[src/rtl/bic_consts.vh]
`ifndef BIC_CONSTS_VH
`define BIC_CONSTS_VH

// Register map, byte addresses
`define BIC_ADDR_W        8
`define BIC_REG_BCC       8'h00

// Field positions in bus_common_control
`define BIC_POS_CNT_HI    7
`define BIC_POS_CNT_LO    6
`define BIC_POS_MODE      5
`define BIC_POS_RSV1      4
`define BIC_POS_RSV0_HI   3
`define BIC_POS_RSV0_LO   2
`define BIC_POS_DRIVE     1

// Reset and fixed read values
`define BIC_RST_MODE      1'h0
`define BIC_RST_DRIVE     1'h0
`define BIC_RST_CNT       2'h0
`define BIC_RSV1_VAL      1'h1
`define BIC_RSV0_VAL      2'h0
`define BIC_ZERO32        32'h0000_0000

// Idle placement encodings
`define BIC_MODE_HANDOVER 1'h0
`define BIC_MODE_ALWAYS   1'h1

// Idle count field is two bits wide
`define BIC_CNT_ZERO      2'h0
`define BIC_CNT_ONE       2'h1
`define BIC_CNT_MAX       2'h3

`endif

[src/rtl/bic_idle_gen.v]
`timescale 1ns/1ps
`include "bic_consts.vh"

// Decides how many idle cycles must precede the next access
module bic_idle_gen (
    // Clock and reset
    input  wire       ref_clk,
    input  wire       rstn,
    // Configuration
    input  wire       mode,
    input  wire [1:0] idle_count,
    // Bus sequencer status
    input  wire       acc_end,
    input  wire       bus_busy,
    input  wire       end_dma_transfer_ack_pin,
    input  wire       end_dma_transfer_ack_pin_drv,
    // Candidate next access
    input  wire       nxt_dma_transfer_ack_pin,
    input  wire       nxt_dma_transfer_ack_pin_drv,
    output reg  [1:0] need
);

    reg       last_valid;   // An access has happened since reset
    reg       last_dma_transfer_ack_pin;    // Last access was to acknowledged device
    reg       last_drv;     // Acknowledged device drove data last
    reg [1:0] elapsed;      // Quiet cycles since last access, saturating
    reg       gap_wanted;   // Placement condition met

    // Remember the data bus owner of the previous access
    always @(posedge ref_clk) begin
        if (!rstn) begin
            last_valid <= 1'b0;
            last_dma_transfer_ack_pin  <= 1'b0;
            last_drv   <= 1'b0;
            elapsed    <= `BIC_CNT_ZERO;
        end else if (acc_end) begin
            last_valid <= 1'b1;
            last_dma_transfer_ack_pin  <= end_dma_transfer_ack_pin;
            last_drv   <= end_dma_transfer_ack_pin_drv;
            elapsed    <= `BIC_CNT_ZERO;
        end else if (!bus_busy && elapsed != `BIC_CNT_MAX) begin
            // Bus already quiet counts toward the idle demand
            elapsed <= elapsed + `BIC_CNT_ONE;
        end
    end

    // Placement from mode, length from the count field
    always @* begin
        gap_wanted = 1'b0;
        need       = `BIC_CNT_ZERO;
        if (last_valid) begin
            if (mode == `BIC_MODE_ALWAYS) begin
                // After every access to the acknowledged device
                gap_wanted = last_dma_transfer_ack_pin;
            end else begin
                // Only on a hand-over of the data bus
                // Same driver again needs no gap
                // Drive flag counts only for an acknowledged access
                gap_wanted = last_drv & ~(nxt_dma_transfer_ack_pin & nxt_dma_transfer_ack_pin_drv);
            end
        end
        // Quiet cycles already spent reduce the remainder
        if (gap_wanted && idle_count > elapsed)
            need = idle_count - elapsed;
    end

endmodule

[src/rtl/bic_top.v]
// Notes on behaviour
// - Mode picks placement; two-bit field gives count
// - Mode 0: idle when data bus changes driver
// - Mode 0: no idle for same driver
// - Mode 1: idle after every acknowledged access
// - Mode bit 5 resets 0, read/write
// - Bit 4 reads 1; software writes 1
// - Bits 3,2 read 0; software writes 0
// - Drive bit 0: pins float in standby
// - Drive bit 1: pins driven in standby
// - Bus released: pins float regardless
//
// The implementer's own choices: the register offsets and the address-and-strobe port.
`timescale 1ns/1ps
`include "bic_consts.vh"

module bic_top #(
    parameter AREAS      = 8,   // Number of area select pins
    parameter AREA_W     = 3,   // Width of an area number
    parameter ACC_CYCLES = 2    // Bus cycles per access
) (
    // Clock and reset
    input  wire                   ref_clk,
    input  wire                   rstn,
    // Register port
    input  wire [`BIC_ADDR_W-1:0] reg_addr,
    input  wire [31:0]            reg_wdata,
    input  wire                   reg_wr,
    input  wire                   reg_rd,
    output reg  [31:0]            reg_rdata,
    // System state
    input  wire                   sw_standby,
    input  wire                   bus_release,
    // Access request side
    input  wire                   acc_req,
    input  wire [29:0]            acc_addr,
    input  wire                   acc_write,
    input  wire [3:0]             acc_be,
    input  wire [AREA_W-1:0]      acc_area,
    input  wire                   acc_card,
    input  wire                   acc_dma_transfer_ack_pin,
    input  wire                   acc_dma_transfer_ack_pin_drv,
    output reg                    acc_ready,
    output reg                    acc_done,
    // Address pins
    output reg  [29:0]            addr_pins,
    output reg                    addr_oe,
    // Control and strobe pins, all sharing ctrl_oe
    output reg                    bus_cycle_start_pin_n,
    output reg  [AREAS-1:0]       area_select_pins_n,
    output reg                    read_write_dir_pin,
    output reg  [3:0]             byte_write_strobes_n,
    output reg                    rd_strobe_pin_n,
    output reg                    addr_hold_pin,
    output reg                    frame_pin_n,
    output reg                    card_io_read_pin_n,
    output reg                    card_io_write_pin_n,
    output reg                    we_pin_n,
    output reg                    card_a_enable_low_n,
    output reg                    card_b_enable_low_n,
    output reg                    card_a_enable_high_n,
    output reg                    card_b_enable_high_n,
    output reg                    ctrl_oe,
    // Acknowledge pin, never floated
    output reg                    dma_transfer_ack_pin
);

    // Sequencer states
    localparam ST_IDLE = 2'h0;
    localparam ST_GAP  = 2'h1;
    localparam ST_ACC  = 2'h2;

    // Access length counter limit, cut to the counter width on purpose
    localparam integer ACC_LAST_I = ACC_CYCLES - 1;
    localparam [3:0]   ACC_LAST   = ACC_LAST_I[3:0];

    // Register fields
    reg        dma_idle_placement_mode;  // Idle placement select
    reg        dma_idle_count_hi;        // Idle count, upper bit
    reg        dma_idle_count_lo;        // Idle count, lower bit
    reg        standby_pin_drive_sel;    // Drive pins in standby
    wire [1:0] idle_count;               // Joined idle count
    wire [31:0] bcc_value;               // Register read image

    // Sequencer state
    reg [1:0]        state;     // Current sequencer state
    reg [1:0]        gap_cnt;   // Idle cycles still to run
    reg [3:0]        acc_cnt;   // Cycle within access
    wire [1:0]       need;      // Idle demand for next access
    wire             acc_take;  // Request accepted this cycle
    wire             acc_end;   // Last cycle of an access

    // Latched request
    reg [29:0]       cur_addr;
    reg              cur_write;
    reg [3:0]        cur_be;
    reg [AREA_W-1:0] cur_area;
    reg              cur_card;
    reg              cur_dma_transfer_ack_pin;
    reg              cur_dma_transfer_ack_pin_drv;

    // Source of the access about to start
    wire [29:0]       sel_addr;
    wire              sel_write;
    wire [3:0]        sel_be;
    wire [AREA_W-1:0] sel_area;
    wire              sel_card;
    wire              sel_dma_transfer_ack_pin;
    wire              sel_pins_drv;   // Pins may be driven

    assign idle_count = {dma_idle_count_hi, dma_idle_count_lo};
    assign acc_take   = acc_req & acc_ready & (state == ST_IDLE);
    assign acc_end    = (state == ST_ACC) & (acc_cnt == ACC_LAST);

    // From the inputs when leaving idle, else from the latch
    assign sel_addr  = (state == ST_IDLE) ? acc_addr  : cur_addr;
    assign sel_write = (state == ST_IDLE) ? acc_write : cur_write;
    assign sel_be    = (state == ST_IDLE) ? acc_be    : cur_be;
    assign sel_area  = (state == ST_IDLE) ? acc_area  : cur_area;
    assign sel_card  = (state == ST_IDLE) ? acc_card  : cur_card;
    assign sel_dma_transfer_ack_pin  = (state == ST_IDLE) ? acc_dma_transfer_ack_pin  : cur_dma_transfer_ack_pin;

    // Release wins over the drive select
    // Standby floats pins unless drive select is set
    assign sel_pins_drv = ~bus_release &
                          (~sw_standby | standby_pin_drive_sel);

    // Read image; reserved bits tied to their fixed values
    assign bcc_value = {24'h00_0000,
                        dma_idle_count_hi,
                        dma_idle_count_lo,
                        dma_idle_placement_mode,
                        `BIC_RSV1_VAL,
                        `BIC_RSV0_VAL,
                        standby_pin_drive_sel,
                        1'b0};

    // Register writes; reserved positions ignore written data
    always @(posedge ref_clk) begin
        if (!rstn) begin
            dma_idle_placement_mode <= `BIC_RST_MODE;
            standby_pin_drive_sel   <= `BIC_RST_DRIVE;
            dma_idle_count_hi       <= 1'b0;
            dma_idle_count_lo       <= 1'b0;
        end else if (reg_wr && reg_addr == `BIC_REG_BCC) begin
            dma_idle_placement_mode <= reg_wdata[`BIC_POS_MODE];
            standby_pin_drive_sel   <= reg_wdata[`BIC_POS_DRIVE];
            dma_idle_count_hi       <= reg_wdata[`BIC_POS_CNT_HI];
            dma_idle_count_lo       <= reg_wdata[`BIC_POS_CNT_LO];
        end
    end

    // Read data one cycle after the strobe, zero otherwise
    always @(posedge ref_clk) begin
        if (!rstn) begin
            reg_rdata <= `BIC_ZERO32;
        end else if (reg_rd && reg_addr == `BIC_REG_BCC) begin
            reg_rdata <= bcc_value;
        end else begin
            // Unmapped address or no read reads as zero
            reg_rdata <= `BIC_ZERO32;
        end
    end

    // Idle demand from the previous bus owner
    bic_idle_gen u_idle (
        .ref_clk      (ref_clk),
        .rstn         (rstn),
        .mode         (dma_idle_placement_mode),
        .idle_count   (idle_count),
        .acc_end      (acc_end),
        .bus_busy     (state != ST_IDLE),
        .end_dma_transfer_ack_pin     (cur_dma_transfer_ack_pin),
        .end_dma_transfer_ack_pin_drv (cur_dma_transfer_ack_pin_drv),
        .nxt_dma_transfer_ack_pin     (acc_dma_transfer_ack_pin),
        .nxt_dma_transfer_ack_pin_drv (acc_dma_transfer_ack_pin & acc_dma_transfer_ack_pin_drv),
        .need         (need)
    );

    // Latch an accepted request
    always @(posedge ref_clk) begin
        if (!rstn) begin
            cur_addr     <= 30'h0000_0000;
            cur_write    <= 1'b0;
            cur_be       <= 4'h0;
            cur_area     <= {AREA_W{1'b0}};
            cur_card     <= 1'b0;
            cur_dma_transfer_ack_pin     <= 1'b0;
            cur_dma_transfer_ack_pin_drv <= 1'b0;
        end else if (acc_take) begin
            cur_addr     <= acc_addr;
            cur_write    <= acc_write;
            cur_be       <= acc_be;
            cur_area     <= acc_area;
            cur_card     <= acc_card;
            cur_dma_transfer_ack_pin     <= acc_dma_transfer_ack_pin;
            // Only an acknowledged access can hand over the bus
            cur_dma_transfer_ack_pin_drv <= acc_dma_transfer_ack_pin & acc_dma_transfer_ack_pin_drv;
        end
    end

    // Sequencer: optional idle gap, then a fixed access
    always @(posedge ref_clk) begin
        if (!rstn) begin
            state     <= ST_IDLE;
            gap_cnt   <= `BIC_CNT_ZERO;
            acc_cnt   <= 4'h0;
            acc_ready <= 1'b1;
            acc_done  <= 1'b0;
        end else begin
            acc_done <= 1'b0;
            case (state)
                ST_IDLE: begin
                    if (acc_take) begin
                        acc_ready <= 1'b0;
                        acc_cnt   <= 4'h0;
                        if (need != `BIC_CNT_ZERO) begin
                            // Gap placed by mode, sized by field
                            state   <= ST_GAP;
                            gap_cnt <= need;
                        end else begin
                            state <= ST_ACC;
                        end
                    end
                end
                ST_GAP: begin
                    // Bus stays quiet for the idle cycles
                    if (gap_cnt == `BIC_CNT_ONE) begin
                        state <= ST_ACC;
                    end else begin
                        gap_cnt <= gap_cnt - `BIC_CNT_ONE;
                    end
                end
                ST_ACC: begin
                    if (acc_cnt == ACC_LAST) begin
                        state     <= ST_IDLE;
                        acc_ready <= 1'b1;
                        acc_done  <= 1'b1;
                    end else begin
                        acc_cnt <= acc_cnt + 4'h1;
                    end
                end
                default: begin
                    state     <= ST_IDLE;
                    acc_ready <= 1'b1;
                end
            endcase
        end
    end

    // An access starts on this edge
    wire acc_start;
    assign acc_start = (state == ST_IDLE && acc_take &&
                        need == `BIC_CNT_ZERO) ||
                       (state == ST_GAP && gap_cnt == `BIC_CNT_ONE);

    // Strobe pins; inactive levels between accesses
    always @(posedge ref_clk) begin
        if (!rstn) begin
            addr_pins             <= 30'h0000_0000;
            bus_cycle_start_pin_n <= 1'b1;
            area_select_pins_n    <= {AREAS{1'b1}};
            read_write_dir_pin    <= 1'b1;
            byte_write_strobes_n  <= 4'hf;
            rd_strobe_pin_n       <= 1'b1;
            addr_hold_pin         <= 1'b0;
            frame_pin_n           <= 1'b1;
            card_io_read_pin_n    <= 1'b1;
            card_io_write_pin_n   <= 1'b1;
            we_pin_n              <= 1'b1;
            card_a_enable_low_n   <= 1'b1;
            card_b_enable_low_n   <= 1'b1;
            card_a_enable_high_n  <= 1'b1;
            card_b_enable_high_n  <= 1'b1;
            dma_transfer_ack_pin  <= 1'b0;
        end else if (acc_start) begin
            // First cycle: address, selects and strobes
            addr_pins             <= sel_addr;
            bus_cycle_start_pin_n <= 1'b0;
            area_select_pins_n    <= ~({{(AREAS-1){1'b0}}, 1'b1}
                                       << sel_area);
            read_write_dir_pin    <= ~sel_write;
            addr_hold_pin         <= 1'b1;
            frame_pin_n           <= 1'b0;
            dma_transfer_ack_pin  <= sel_dma_transfer_ack_pin;
            if (sel_card) begin
                // Card space uses its own strobes and enables
                card_io_read_pin_n   <= sel_write;
                card_io_write_pin_n  <= ~sel_write;
                we_pin_n             <= ~sel_write;
                card_a_enable_low_n  <= ~(~sel_area[0] & sel_be[0]);
                card_b_enable_low_n  <= ~(sel_area[0] & sel_be[0]);
                card_a_enable_high_n <= ~(~sel_area[0] & sel_be[1]);
                card_b_enable_high_n <= ~(sel_area[0] & sel_be[1]);
            end else begin
                rd_strobe_pin_n      <= sel_write;
                byte_write_strobes_n <= sel_write ? ~sel_be : 4'hf;
            end
        end else if (acc_end) begin
            // Access over: all strobes back to inactive
            bus_cycle_start_pin_n <= 1'b1;
            area_select_pins_n    <= {AREAS{1'b1}};
            read_write_dir_pin    <= 1'b1;
            byte_write_strobes_n  <= 4'hf;
            rd_strobe_pin_n       <= 1'b1;
            addr_hold_pin         <= 1'b0;
            frame_pin_n           <= 1'b1;
            card_io_read_pin_n    <= 1'b1;
            card_io_write_pin_n   <= 1'b1;
            we_pin_n              <= 1'b1;
            card_a_enable_low_n   <= 1'b1;
            card_b_enable_low_n   <= 1'b1;
            card_a_enable_high_n  <= 1'b1;
            card_b_enable_high_n  <= 1'b1;
            dma_transfer_ack_pin  <= 1'b0;
        end else if (state == ST_ACC) begin
            // Start and hold marks last one cycle only
            bus_cycle_start_pin_n <= 1'b1;
            addr_hold_pin         <= 1'b0;
        end
    end

    // Pin drive enables; floated after reset until settled
    always @(posedge ref_clk) begin
        if (!rstn) begin
            addr_oe <= 1'b0;
            ctrl_oe <= 1'b0;
        end else begin
            addr_oe <= sel_pins_drv;
            ctrl_oe <= sel_pins_drv;
        end
    end

endmodule

[config.mk]
export PLATFORM = sky130hd
export DESIGN_NAME = bic_top
export DESIGN_NICKNAME = d
export VERILOG_FILES = /design/src/rtl/bic_idle_gen.v /design/src/rtl/bic_top.v
export VERILOG_INCLUDE_DIRS = /design/src /design/src/rtl
export SDC_FILE = /design/constraint.sdc
export NUM_CORES = 1
export LEC_CHECK = 0
export BUFFER_PORTS_ARGS = -buffer_cell sky130_fd_sc_hd__buf_2
export CAP_MARGIN = 20
export CORE_MARGIN = 2
export CORE_UTILIZATION = 56
export CTS_BUF_LIST = sky130_fd_sc_hd__clkbuf_2
export DETAILED_ROUTE_END_ITERATION = 10
export HOLD_SLACK_MARGIN = 0.1
export PLACE_DENSITY_LB_ADDON = 0.1
export REMOVE_ABC_BUFFERS = 1
export SETUP_SLACK_MARGIN = 0.5
export SYNTH_ARGS = -nofsm -noshare
export SYNTH_HDL_FRONTEND = slang
export SYNTH_SLANG_ARGS = --single-unit
[constraint.sdc]
create_clock -name ref_clk -period 4.88 [get_ports ref_clk]
set_input_delay 0.976 -clock ref_clk [delete_from_list [all_inputs] [get_ports ref_clk]]
set_output_delay 0.976 -clock ref_clk [all_outputs]
set_load 0.05 [all_outputs]
==> metrics.cfg, run 1 <==
[worst_hold_path]
hold-path-endpoint = cur_be[3]$_SDFFE_PN0P_
holdPathStages = 2
min_path_type = reg -> reg
min_from = cur_be[3]$_SDFFE_PN0P_

[finish]
layout_commonest_cell = nand2_1
drive_above_1_share = 0.219
layout_common_cells = nand2_1 (166), buf_2 (123), dfxtp_1 (120)
fin_nets = 828
area_growth_pct = 14.3
layout.cells.non_filler = 853
fill_cells = 762
diodes = 0

[grt]
gr-usage-all-layers = 0.235
grt_first_pass_wirelength_mm = 18.6
grt_start_max_net_pins = 56
antenna_found_initial = 1
grt_remaining_overflow = 0
grt_pass1_vias = 4237

[cts]
cts_tree = built
postCtsHoldBufs = 0
postCtsSetupBuffers = 0
cts.sinks = 120
clock_latency_ps = 660
cts_resized = 0
clkTransAtPathRegs_ps = 180
htree_levels = 4
cts-root-buf = clkbuf_2
cts_buffers = 17
clockBufferDepth = 2

[worst_setup_path]
startpoint_type = flip-flop
reg2reg_depth = 10
reg2reg_from = dma_idle_count_lo$_SDFFE_PN0P_
arrival_ps = 3390
reg2reg_slack_ps = 2040
worstPathMaxFanout = 31
cp-end-kind = flip-flop
crit_required_ps = 5430
r2r_end = addr_pins[1]$_SDFFE_PN0N_
path_class = reg -> reg

[placement]
gp_congestion = 0.834
dp_cells = 822
post-dp-hpwl_mm = 7.57
numPortBuffers = 123

[detailed_routing]
drtIter0Drc = 168
num_vias = 4498
ant_nets = 0
dr.pass1.iters = 5
drt-wirelength-per-cell_um = 13.6
wl_mm = 11.6
post-route-drc-count = 0
vias_per_cell = 5.27

[pwr]
comb_power_share = 0.231
clkPwrFrac = 0.282
internal-power_uw = 1460
p_leak_uw = 0.00259
cellPowerDensity_nw_per_um2 = 384
seqPwrFrac = 0.487
switching_share = 0.345
ir_worst_vdd_v = 0.000217
p_switching_uw = 772

[floorplan]
die_x_um = 99.4
ios = 179
placementRows = 34
dieArea_um2 = 9880
die_h_um = 99.4
initial_core_util = 0.582
core_um2 = 8760

[sta]
finalSetupTns_ps = 0
finalCriticalPeriod_ps = 2840
skew_ps = 24.1
final_hold_viol_count = 0
slew_headroom = 0.403
fin_crit_sh = 0.582
slew_viol_final = 0
max_freq_ghz = 0.352
setup_viol = 0
tightestPinTransition_ps = 896
rsz0062_at_grt = false

[synthesis]
synth_warnings = 0
synth_compound_area_frac = 0.148
synth-xor-area-share = 0.00515
synth.top_cell.area_share = 0.471
syn-cell-area_um2 = 5100
synth.mux.area_fraction = 0.0393
yosys-top-cells-area = dfxtp_1 (47%), nand2_1 (12%), a21oi_1 (5.4%)
seq_area_frac_synth = 0.471
async_flop_share = 0
synth_edf_count = 0
synthCells = 632
synth_ff_type = dfxtp_1
synth_largest_area_cell = dfxtp_1
synthAdderAreaFrac = 0.0187
syn_area_per_cell_um2 = 8.07
synth_seq_cells = 120
synth-simple-area-share = 0.230
ys_types = 44
synth_top_family_by_area = simple AND/OR/NAND/NOR gates

[job]
maxCapViolCount = 0

[outcome]
status = finished, final reports clean

registers in the layout, indices dropped and copies added, names as in the netlist, 3 cells and up:
register / count
acc_cnt: 4
addr_pins: 30
area_select_pins_n: 8
byte_write_strobes_n: 4
cur_addr: 30
cur_area: 3
cur_be: 4
reg_rdata: 5
worst max path at each step:
stage | from | to | slack [ps] | depth (start not counted)
floorplan | acc_dma_transfer_ack_pin_drv | card_a_enable_high_n$_SDFFE_PN1P_ | 840 | 5
global placement | acc_dma_transfer_ack_pin | addr_pins[6]$_SDFFE_PN0N_ | 2020 | 7
detailed placement | acc_dma_transfer_ack_pin | addr_pins[1]$_SDFFE_PN0N_ | 1920 | 7
CTS | dma_idle_count_lo$_SDFFE_PN0P_ | addr_pins[1]$_SDFFE_PN0N_ | 2020 | 10
global route | dma_idle_count_lo$_SDFFE_PN0P_ | addr_pins[3]$_SDFFE_PN0N_ | 1850 | 10
finish | dma_idle_count_lo$_SDFFE_PN0P_ | addr_pins[1]$_SDFFE_PN0N_ | 2040 | 10
cells in the mapped netlist, types with 5 or more instances:
cell,count
a31oi_1,10
inv_1,10
dfxtp_1,120
and2_1,8
a311oi_1,30
nand2b_1,6
mux2i_1,20
o21ai_0,7
nand2_1,167
ha_1,6
a21oi_1,55
nor2_1,68
clkbuf_1,27
nand3_1,7
buf_4,31
buf_2,13
nor3_1,10
nand3b_1,5
logic make-up (layout without fill, tap and decap cells):
group | Yosys count | after routing
mux | 20 | 20
flops | 120 | 120
other cells | 1 | 27
fa+ha+maj | 7 | 7
buf+inv | 82 | 169
compound gates | 116 | 116
simple gates | 283 | 283
xor+xnor | 3 | 3
cell type report:
class                      count  area, µm²  area share
sequential                   120       2400       0.412
multi-input combinational    456       2370       0.406
timing repair buffer         128        653       0.112
tap                          108        135      0.0232
clock inverter                11        131      0.0225
clock buffer                  20        100      0.0172
inverter                      10       37.5     0.00644
metrics by stage:
stage	power, µW	cell area, µm²	hold WS (ps)	setup WS, ps	utilization
CTS	2250	5830	425	2020	0.665
detailed placement	1630	5600	447	1920	0.639
global route	2350	5830	392	1850	0.665
finish	2240	5830	466	2040	0.665
floorplan	1490	4790	431	836	-
global placement	1610	5600	440	2020	0.639
layer usage:
| layer | GRT usage | wire length (µm) |
|---|---|---|
| met5 | 0 | 0 |
| met4 | 0.102 | 145 |
| met3 | 0.0815 | 1010 |
| met1 | 0.268 | 4860 |
| met2 | 0.400 | 5570 |
power groups by stage:
stage | sequential (µW) | combinational [µW] | clock (µW)
2_1_floorplan | 1230 | 251 | 0
3_3_place_gp | 1100 | 507 | 0
3_5_place_dp | 1110 | 518 | 0
4_1_cts | 1090 | 519 | 645
5_1_grt | 1100 | 561 | 690
6_report | 1090 | 517 | 631
worst max-delay path: stages (launching register included):
cell and delay (ps):
dfxtp_1 380, inv_1 50, ha_1 190, inv_1 70, fa_1 450, nand2b_1 110
a21oi_1 130, a21boi_4 540, buf_4 420, nor2_1 80, a311oi_1 290
Note: power is estimated with default switching activity, not from simulation.
==> inputs of run 2 (changes only) <==
--- a/config.mk
+++ b/config.mk
@@ -6,10 +6,11 @@
 export SDC_FILE = /design/constraint.sdc
 export NUM_CORES = 1
 export LEC_CHECK = 0
+export ABC_AREA = 1
 export BUFFER_PORTS_ARGS = -buffer_cell sky130_fd_sc_hd__buf_2
 export CAP_MARGIN = 20
 export CORE_MARGIN = 2
-export CORE_UTILIZATION = 56
+export CORE_UTILIZATION = 47
 export CTS_BUF_LIST = sky130_fd_sc_hd__clkbuf_2
 export DETAILED_ROUTE_END_ITERATION = 10
 export HOLD_SLACK_MARGIN = 0.1
==> constraint.sdc (replaced) <==
create_clock -name ref_clk -period 2.4 [get_ports ref_clk]
set_input_delay 0.48 -clock ref_clk [delete_from_list [all_inputs] [get_ports ref_clk]]
set_output_delay 0.48 -clock ref_clk [all_outputs]
set_load 0.05 [all_outputs]
==> metrics.cfg, run 2 <==
[outcome]
status = finished, final reports clean

[finish]
multi_input_area_um2 = 2430
area_growth_pct = 41.1
fill_cells = 905
layout_common_cells = dfxtp_1 (112), nor2_1 (86), nand2_1 (86)
fin_nets = 962
reg_top3 = addr_pins: 30 flops, cur_addr: 30 flops, area_select_pins_n: 8 flops
seq_area_um2 = 2410
layout.cells.non_filler = 1020
diodes = 0
drive_above_1_share = 0.303
layout_commonest_cell = dfxtp_1
final_area_um2 = 7310

[detailed_routing]
vias_per_cell = 5.01
wl_met1_mm = 5.96
top_layer = met4
drtIter0Drc = 253
dr.pass1.iters = 5
wl_mm = 14.0
num_vias = 5114
route.met2.wl_mm = 6.91
drt-wirelength-per-cell_um = 13.8
post-route-drc-count = 0
wl_met3_um = 956
ant_nets = 0

[cts]
cts_tree = built
clkTransAtPathRegs_ps = 170
cts_buffers = 17
cts.sinks = 120
cts-root-buf = clkbuf_2
clock_latency_ps = 720
htree_levels = 4
clockBufferDepth = 2

[pwr]
comb_power_share = 0.423
p_leak_uw = 0.00336
internal-power_uw = 3830
cellPowerDensity_nw_per_um2 = 889
seqPwrFrac = 0.375
switching_share = 0.411
ir_worst_vdd_v = 0.000502
clkPwrFrac = 0.202
p_switching_uw = 2670

[sta]
finalSetupTns_ps = 0
finalWorstSetupSlack_ps = 260
max_freq_ghz = 0.467
slew_headroom = 0.544
tightestPinTransition_ps = 682
hold_slack_ps = 156
slew_viol_final = 0
fin_crit_sh = 0.892
rsz0062_at_grt = true
final_hold_viol_count = 0
skew_ps = 18.9
finalCriticalPeriod_ps = 2140
setup_viol = 0

[grt]
gr-usage-all-layers = 0.242
grt_remaining_overflow = 0
antenna_found_initial = 0
grt_pass1_vias = 4637
grt_first_pass_wirelength_mm = 22.0
grt_start_max_net_pins = 46

[placement]
place_ws_ps = 200
numPortBuffers = 123
gp_congestion = 0.792
placed_cell_area_um2 = 5670
post-dp-hpwl_mm = 7.73
dp_cells = 904

[floorplan]
dieArea_um2 = 11900
placementRows = 38
core_um2 = 10800
die_x_um = 109
ios = 179
initial_core_util = 0.480
die_h_um = 109

[worst_hold_path]
min_from = rstn
holdPathStages = 3
hold-path-endpoint = cur_be[1]$_SDFFE_PN0P_
min_path_type = in -> reg

[worst_setup_path]
reg2reg_from = dma_idle_count_lo$_SDFFE_PN0P_
worstPathMaxFanout = 6
reg2reg_slack_ps = 260
crit_required_ps = 3010
arrival_ps = 2750
path_class = reg -> reg
cp-end-kind = flip-flop
startpoint_type = flip-flop
r2r_end = card_b_enable_low_n$_SDFFE_PN1P_
reg2reg_depth = 12

[synthesis]
synth_edf_count = 0
synth_largest_area_cell = dfxtp_1
ys_types = 32
synth_most_common_cell = dfxtp_1
synth_warnings = 0
syn-cell-area_um2 = 5180
synthCells = 674
syn_area_per_cell_um2 = 7.69
synthTopCellsByCount = dfxtp_1 (120), nor2_1 (95), nand2_1 (93), o21ai_0 (78), inv_1 (67)
yosys-top-cells-area = dfxtp_1 (46%), o21ai_0 (7.5%), nor2_1 (6.9%)
synth_ff_type = dfxtp_1
async_flop_share = 0
seq_area_frac_synth = 0.464
synth.top_cell.area_share = 0.464
synth_seq_cells = 120

[job]
maxCapViolCount = 0

-- run 2: cell count changes in the layout (fill, tap and decap cells not counted), sizes merged, moves of 8 or more --
cell / before / now
dlygate4sd3: 0 / 53
nand2: 167 / 101
o22ai: 1 / 30
nor2: 69 / 96
inv: 10 / 72
o21ai: 7 / 90
a311oi: 30 / 0
nand3: 7 / 55
a21oi: 55 / 20
mux2i: 20 / 0
and2: 8 / 0
clkbuf: 20 / 42
a31oi: 10 / 0
-- run 2: cell families after synthesis --
kind of cell / after synthesis / synth area share
AOI/OAI and AO/OA: 148 / 0.159
adders and majority gates: 7 / 0.0184
and+or+nand+nor: 259 / 0.214
xor gates and xnor gates: 1 / 0.00169
DFF: 120 / 0.464
buffers and inverters: 138 / 0.143
other: 1 / 0.000724
-- run 2: final cells by class --
class | instances | share of cell area
clock buffer | 19 | 0.0130
clock inverter | 13 | 0.0185
inverter | 71 | 0.0387
multi-input combinational | 445 | 0.333
sequential | 120 | 0.330
tap | 140 | 0.0240
timing repair buffer | 211 | 0.240
timing repair inverter | 1 | 0.00274
-- run 2: routing by layer --
metal | vias up | GRT usage
met4 | 0 | 0.0760
met1 | 2356 | 0.285
met2 | 196 | 0.418
met5 | - | 0
li1 | 2539 | -
met3 | 23 | 0.0759
-- run 2: per-stage QoR --
stage,util,power [µW]
4_1_cts,0.636,6190
6_report,0.677,6500
3_5_place_dp,0.526,4470
3_3_place_gp,0.526,4430
2_1_floorplan,-,3950
5_1_grt,0.677,6880
-- run 2: power groups by stage --
stage	sequential [µW]	clock (µW)	combinational (µW)
3_3_place_gp	2440	0	1990
3_5_place_dp	2450	0	2020
5_1_grt	2470	1430	2970
2_1_floorplan	3010	0	949
4_1_cts	2410	1330	2450
6_report	2440	1310	2750
-- run 2: repair_timing --
| item | 4_1_cts | 5_1_grt |
|---|---|---|
| hold buffers | 52 | 1 |
| pin swaps | 6 | 11 |
| gates cloned | 7 | 3 |
| setup buffers | 16 | 5 |
| endpoints found under the setup margin | 55 | 112 |
| hold endpoints to repair | 62 | 3 |
| gates resized for setup | 47 | 149 |
-- run 2: how the worst max path moves through the flow --
stage	startpoint	end	slack [ps]	cells past startpoint
floorplan	state[0]$_SDFFE_PN0P_	area_select_pins_n[4]$_SDFFE_PN1P_	-130	8
global placement	dma_idle_count_lo$_SDFFE_PN0P_	addr_hold_pin$_SDFFE_PN0P_	190	11
detailed placement	dma_idle_count_lo$_SDFFE_PN0P_	addr_hold_pin$_SDFFE_PN0P_	200	11
CTS	dma_idle_count_lo$_SDFFE_PN0P_	area_select_pins_n[2]$_SDFFE_PN1P_	320	13
global route	dma_idle_count_lo$_SDFFE_PN0P_	area_select_pins_n[2]$_SDFFE_PN1P_	150	13
finish	dma_idle_count_lo$_SDFFE_PN0P_	card_b_enable_low_n$_SDFFE_PN1P_	260	12
-- run 2: critical path, cell delays in order (launching register included) --
cell and delay [ps]:
dfxtp_2 350, inv_2 80, ha_4 130, inv_2 30
fa_1 530, o211ai_2 120, nand2_4 130, buf_4 140
nand3_4 80, buf_6 180, buf_4 130, nand3_2 70
nand3_1 60
==> inputs of run 3 (changes only) <==
--- a/config.mk
+++ b/config.mk
@@ -11,7 +11,7 @@
 export CAP_MARGIN = 20
 export CORE_MARGIN = 2
 export CORE_UTILIZATION = 47
-export CTS_BUF_LIST = sky130_fd_sc_hd__clkbuf_2
+export CTS_BUF_LIST = sky130_fd_sc_hd__clkbuf_2 sky130_fd_sc_hd__clkbuf_4 sky130_fd_sc_hd__clkbuf_8
 export DETAILED_ROUTE_END_ITERATION = 10
 export HOLD_SLACK_MARGIN = 0.1
 export PLACE_DENSITY_LB_ADDON = 0.1
==> metrics.cfg, run 3 (same netlist as run 2, synthesis figures left out) <==
[outcome]
status = finished, final reports clean

[finish]
layout_commonest_cell = buf_2
fin_nets = 903
area_growth_pct = 28.4
drive_above_1_share = 0.289
multi_input_area_um2 = 2320
final_area_um2 = 6650
layout_common_cells = buf_2 (123), dfxtp_1 (118), nor2_1 (95)
diodes = 0
fill_cells = 962
seq_area_um2 = 2410
reg_top3 = addr_pins: 30 flops, cur_addr: 30 flops, area_select_pins_n: 8 flops
layout.cells.non_filler = 961

[worst_hold_path]
min_path_type = in -> reg
hold-path-endpoint = ctrl_oe$_SDFF_PN0_
holdPathStages = 2
min_from = bus_release

[cts]
clockBufferDepth = 2
clkTransAtPathRegs_ps = 60
cts-root-buf = clkbuf_8
htree_levels = 4
cts_buffers = 17
cts_tree = built
postCtsHoldBufs = 0
cts.sinks = 120
clock_latency_ps = 440

[pwr]
p_leak_uw = 0.00310
cellPowerDensity_nw_per_um2 = 1030
ir_worst_vdd_v = 0.000521

[detailed_routing]
top_layer = met5
vias_per_cell = 5.04
wl_mm = 13.1
route.met2.wl_mm = 6.18
dr.pass1.iters = 5
drtIter0Drc = 270
wl_met1_mm = 5.75
ant_nets = 0
drt-wirelength-per-cell_um = 13.6
wl_met3_um = 932
num_vias = 4842
post-route-drc-count = 0

[worst_setup_path]
startpoint_type = flip-flop
reg2reg_slack_ps = 280
r2r_end = area_select_pins_n[0]$_SDFFE_PN1P_
cp-end-kind = flip-flop
arrival_ps = 2430
reg2reg_depth = 11
reg2reg_from = dma_idle_count_lo$_SDFFE_PN0P_
crit_required_ps = 2710
worstPathMaxFanout = 5
path_class = reg -> reg

[sta]
fin_crit_sh = 0.883
slew_headroom = 0.564
finalCriticalPeriod_ps = 2120
slew_viol_final = 0
final_hold_viol_count = 0
skew_ps = 8.79
rsz0062_at_grt = true
tightestPinTransition_ps = 652
setup_viol = 0
max_freq_ghz = 0.472

[grt]
grt_remaining_overflow = 0
antenna_found_initial = 1
grt_start_max_net_pins = 46
grt_first_pass_wirelength_mm = 20.8
grt_pass1_vias = 4502
gr-usage-all-layers = 0.227

[placement]
placed_cell_area_um2 = 5670
gp_congestion = 0.792
post-dp-hpwl_mm = 7.73
numPortBuffers = 123
dp_cells = 904

[floorplan]
ios = 179
die_x_um = 109
die_h_um = 109
initial_core_util = 0.480
placementRows = 38
dieArea_um2 = 11900
core_um2 = 10800

[job]
maxCapViolCount = 0

run 3: area by class of cell:
cell class | count | area share
clock buffers | 23 | 0.0457
clock inverters | 9 | 0.0181
flip-flops and latches | 120 | 0.362
repair buffers | 153 | 0.156
multi-input cells | 445 | 0.349
inverters | 71 | 0.0423
well taps | 140 | 0.0263
run 3: worst max path at each step:
stage | end | start | cells after the start
final | area_select_pins_n[0]$_SDFFE_PN1P_ | dma_idle_count_lo$_SDFFE_PN0P_ | 11
after detailed placement | addr_hold_pin$_SDFFE_PN0P_ | dma_idle_count_lo$_SDFFE_PN0P_ | 11
after global routing | rd_strobe_pin_n$_SDFFE_PN1P_ | dma_idle_count_lo$_SDFFE_PN0P_ | 11
after floorplan | area_select_pins_n[4]$_SDFFE_PN1P_ | state[0]$_SDFFE_PN0P_ | 8
after CTS | area_select_pins_n[4]$_SDFFE_PN1P_ | dma_idle_count_lo$_SDFFE_PN0P_ | 12
after global placement | addr_hold_pin$_SDFFE_PN0P_ | dma_idle_count_lo$_SDFFE_PN0P_ | 11
run 3: what timing repair did:
item                       in CTS  in global routing
gates resized for setup        44                 30
setup buffers                  13                  2
setup endpoints to repair      54                 57
pin swaps                       8                  9
cloned                          8                  2
run 3: where the power goes:
group	switching (µW)	internal (µW)
clock network	779	1150
logic	1710	819
registers	139	2280
run 3: through the flow:
stage	worst slack, ps	setup TNS [ps]	util	total power (µW)	hold slack (ps)
2_1_floorplan	-127	-381	-	3950	414
3_3_place_gp	194	0	0.526	4430	433
3_5_place_dp	200	0	0.526	4470	443
4_1_cts	340	0	0.605	6770	164
5_1_grt	189	0	0.616	7260	170
6_report	280	0	0.616	6870	197
run 3: worst max-delay path, cell delays in order, from the launching register on:
cell      delay (ps)
dfxtp_2          310
inv_2             70
ha_4             130
inv_2             30
fa_1             540
o211ai_2         120
nand2_4          160
buf_12           120
nand3_4          120
buf_4            220
o21ai_1          110
nand2_1           50
run 3: layer usage:
layer  vias up  GRT usage
met5         -          0
met4         2      0.114
met3        22     0.0735
met2       193      0.366
met1      2205      0.272
li1       2420          -
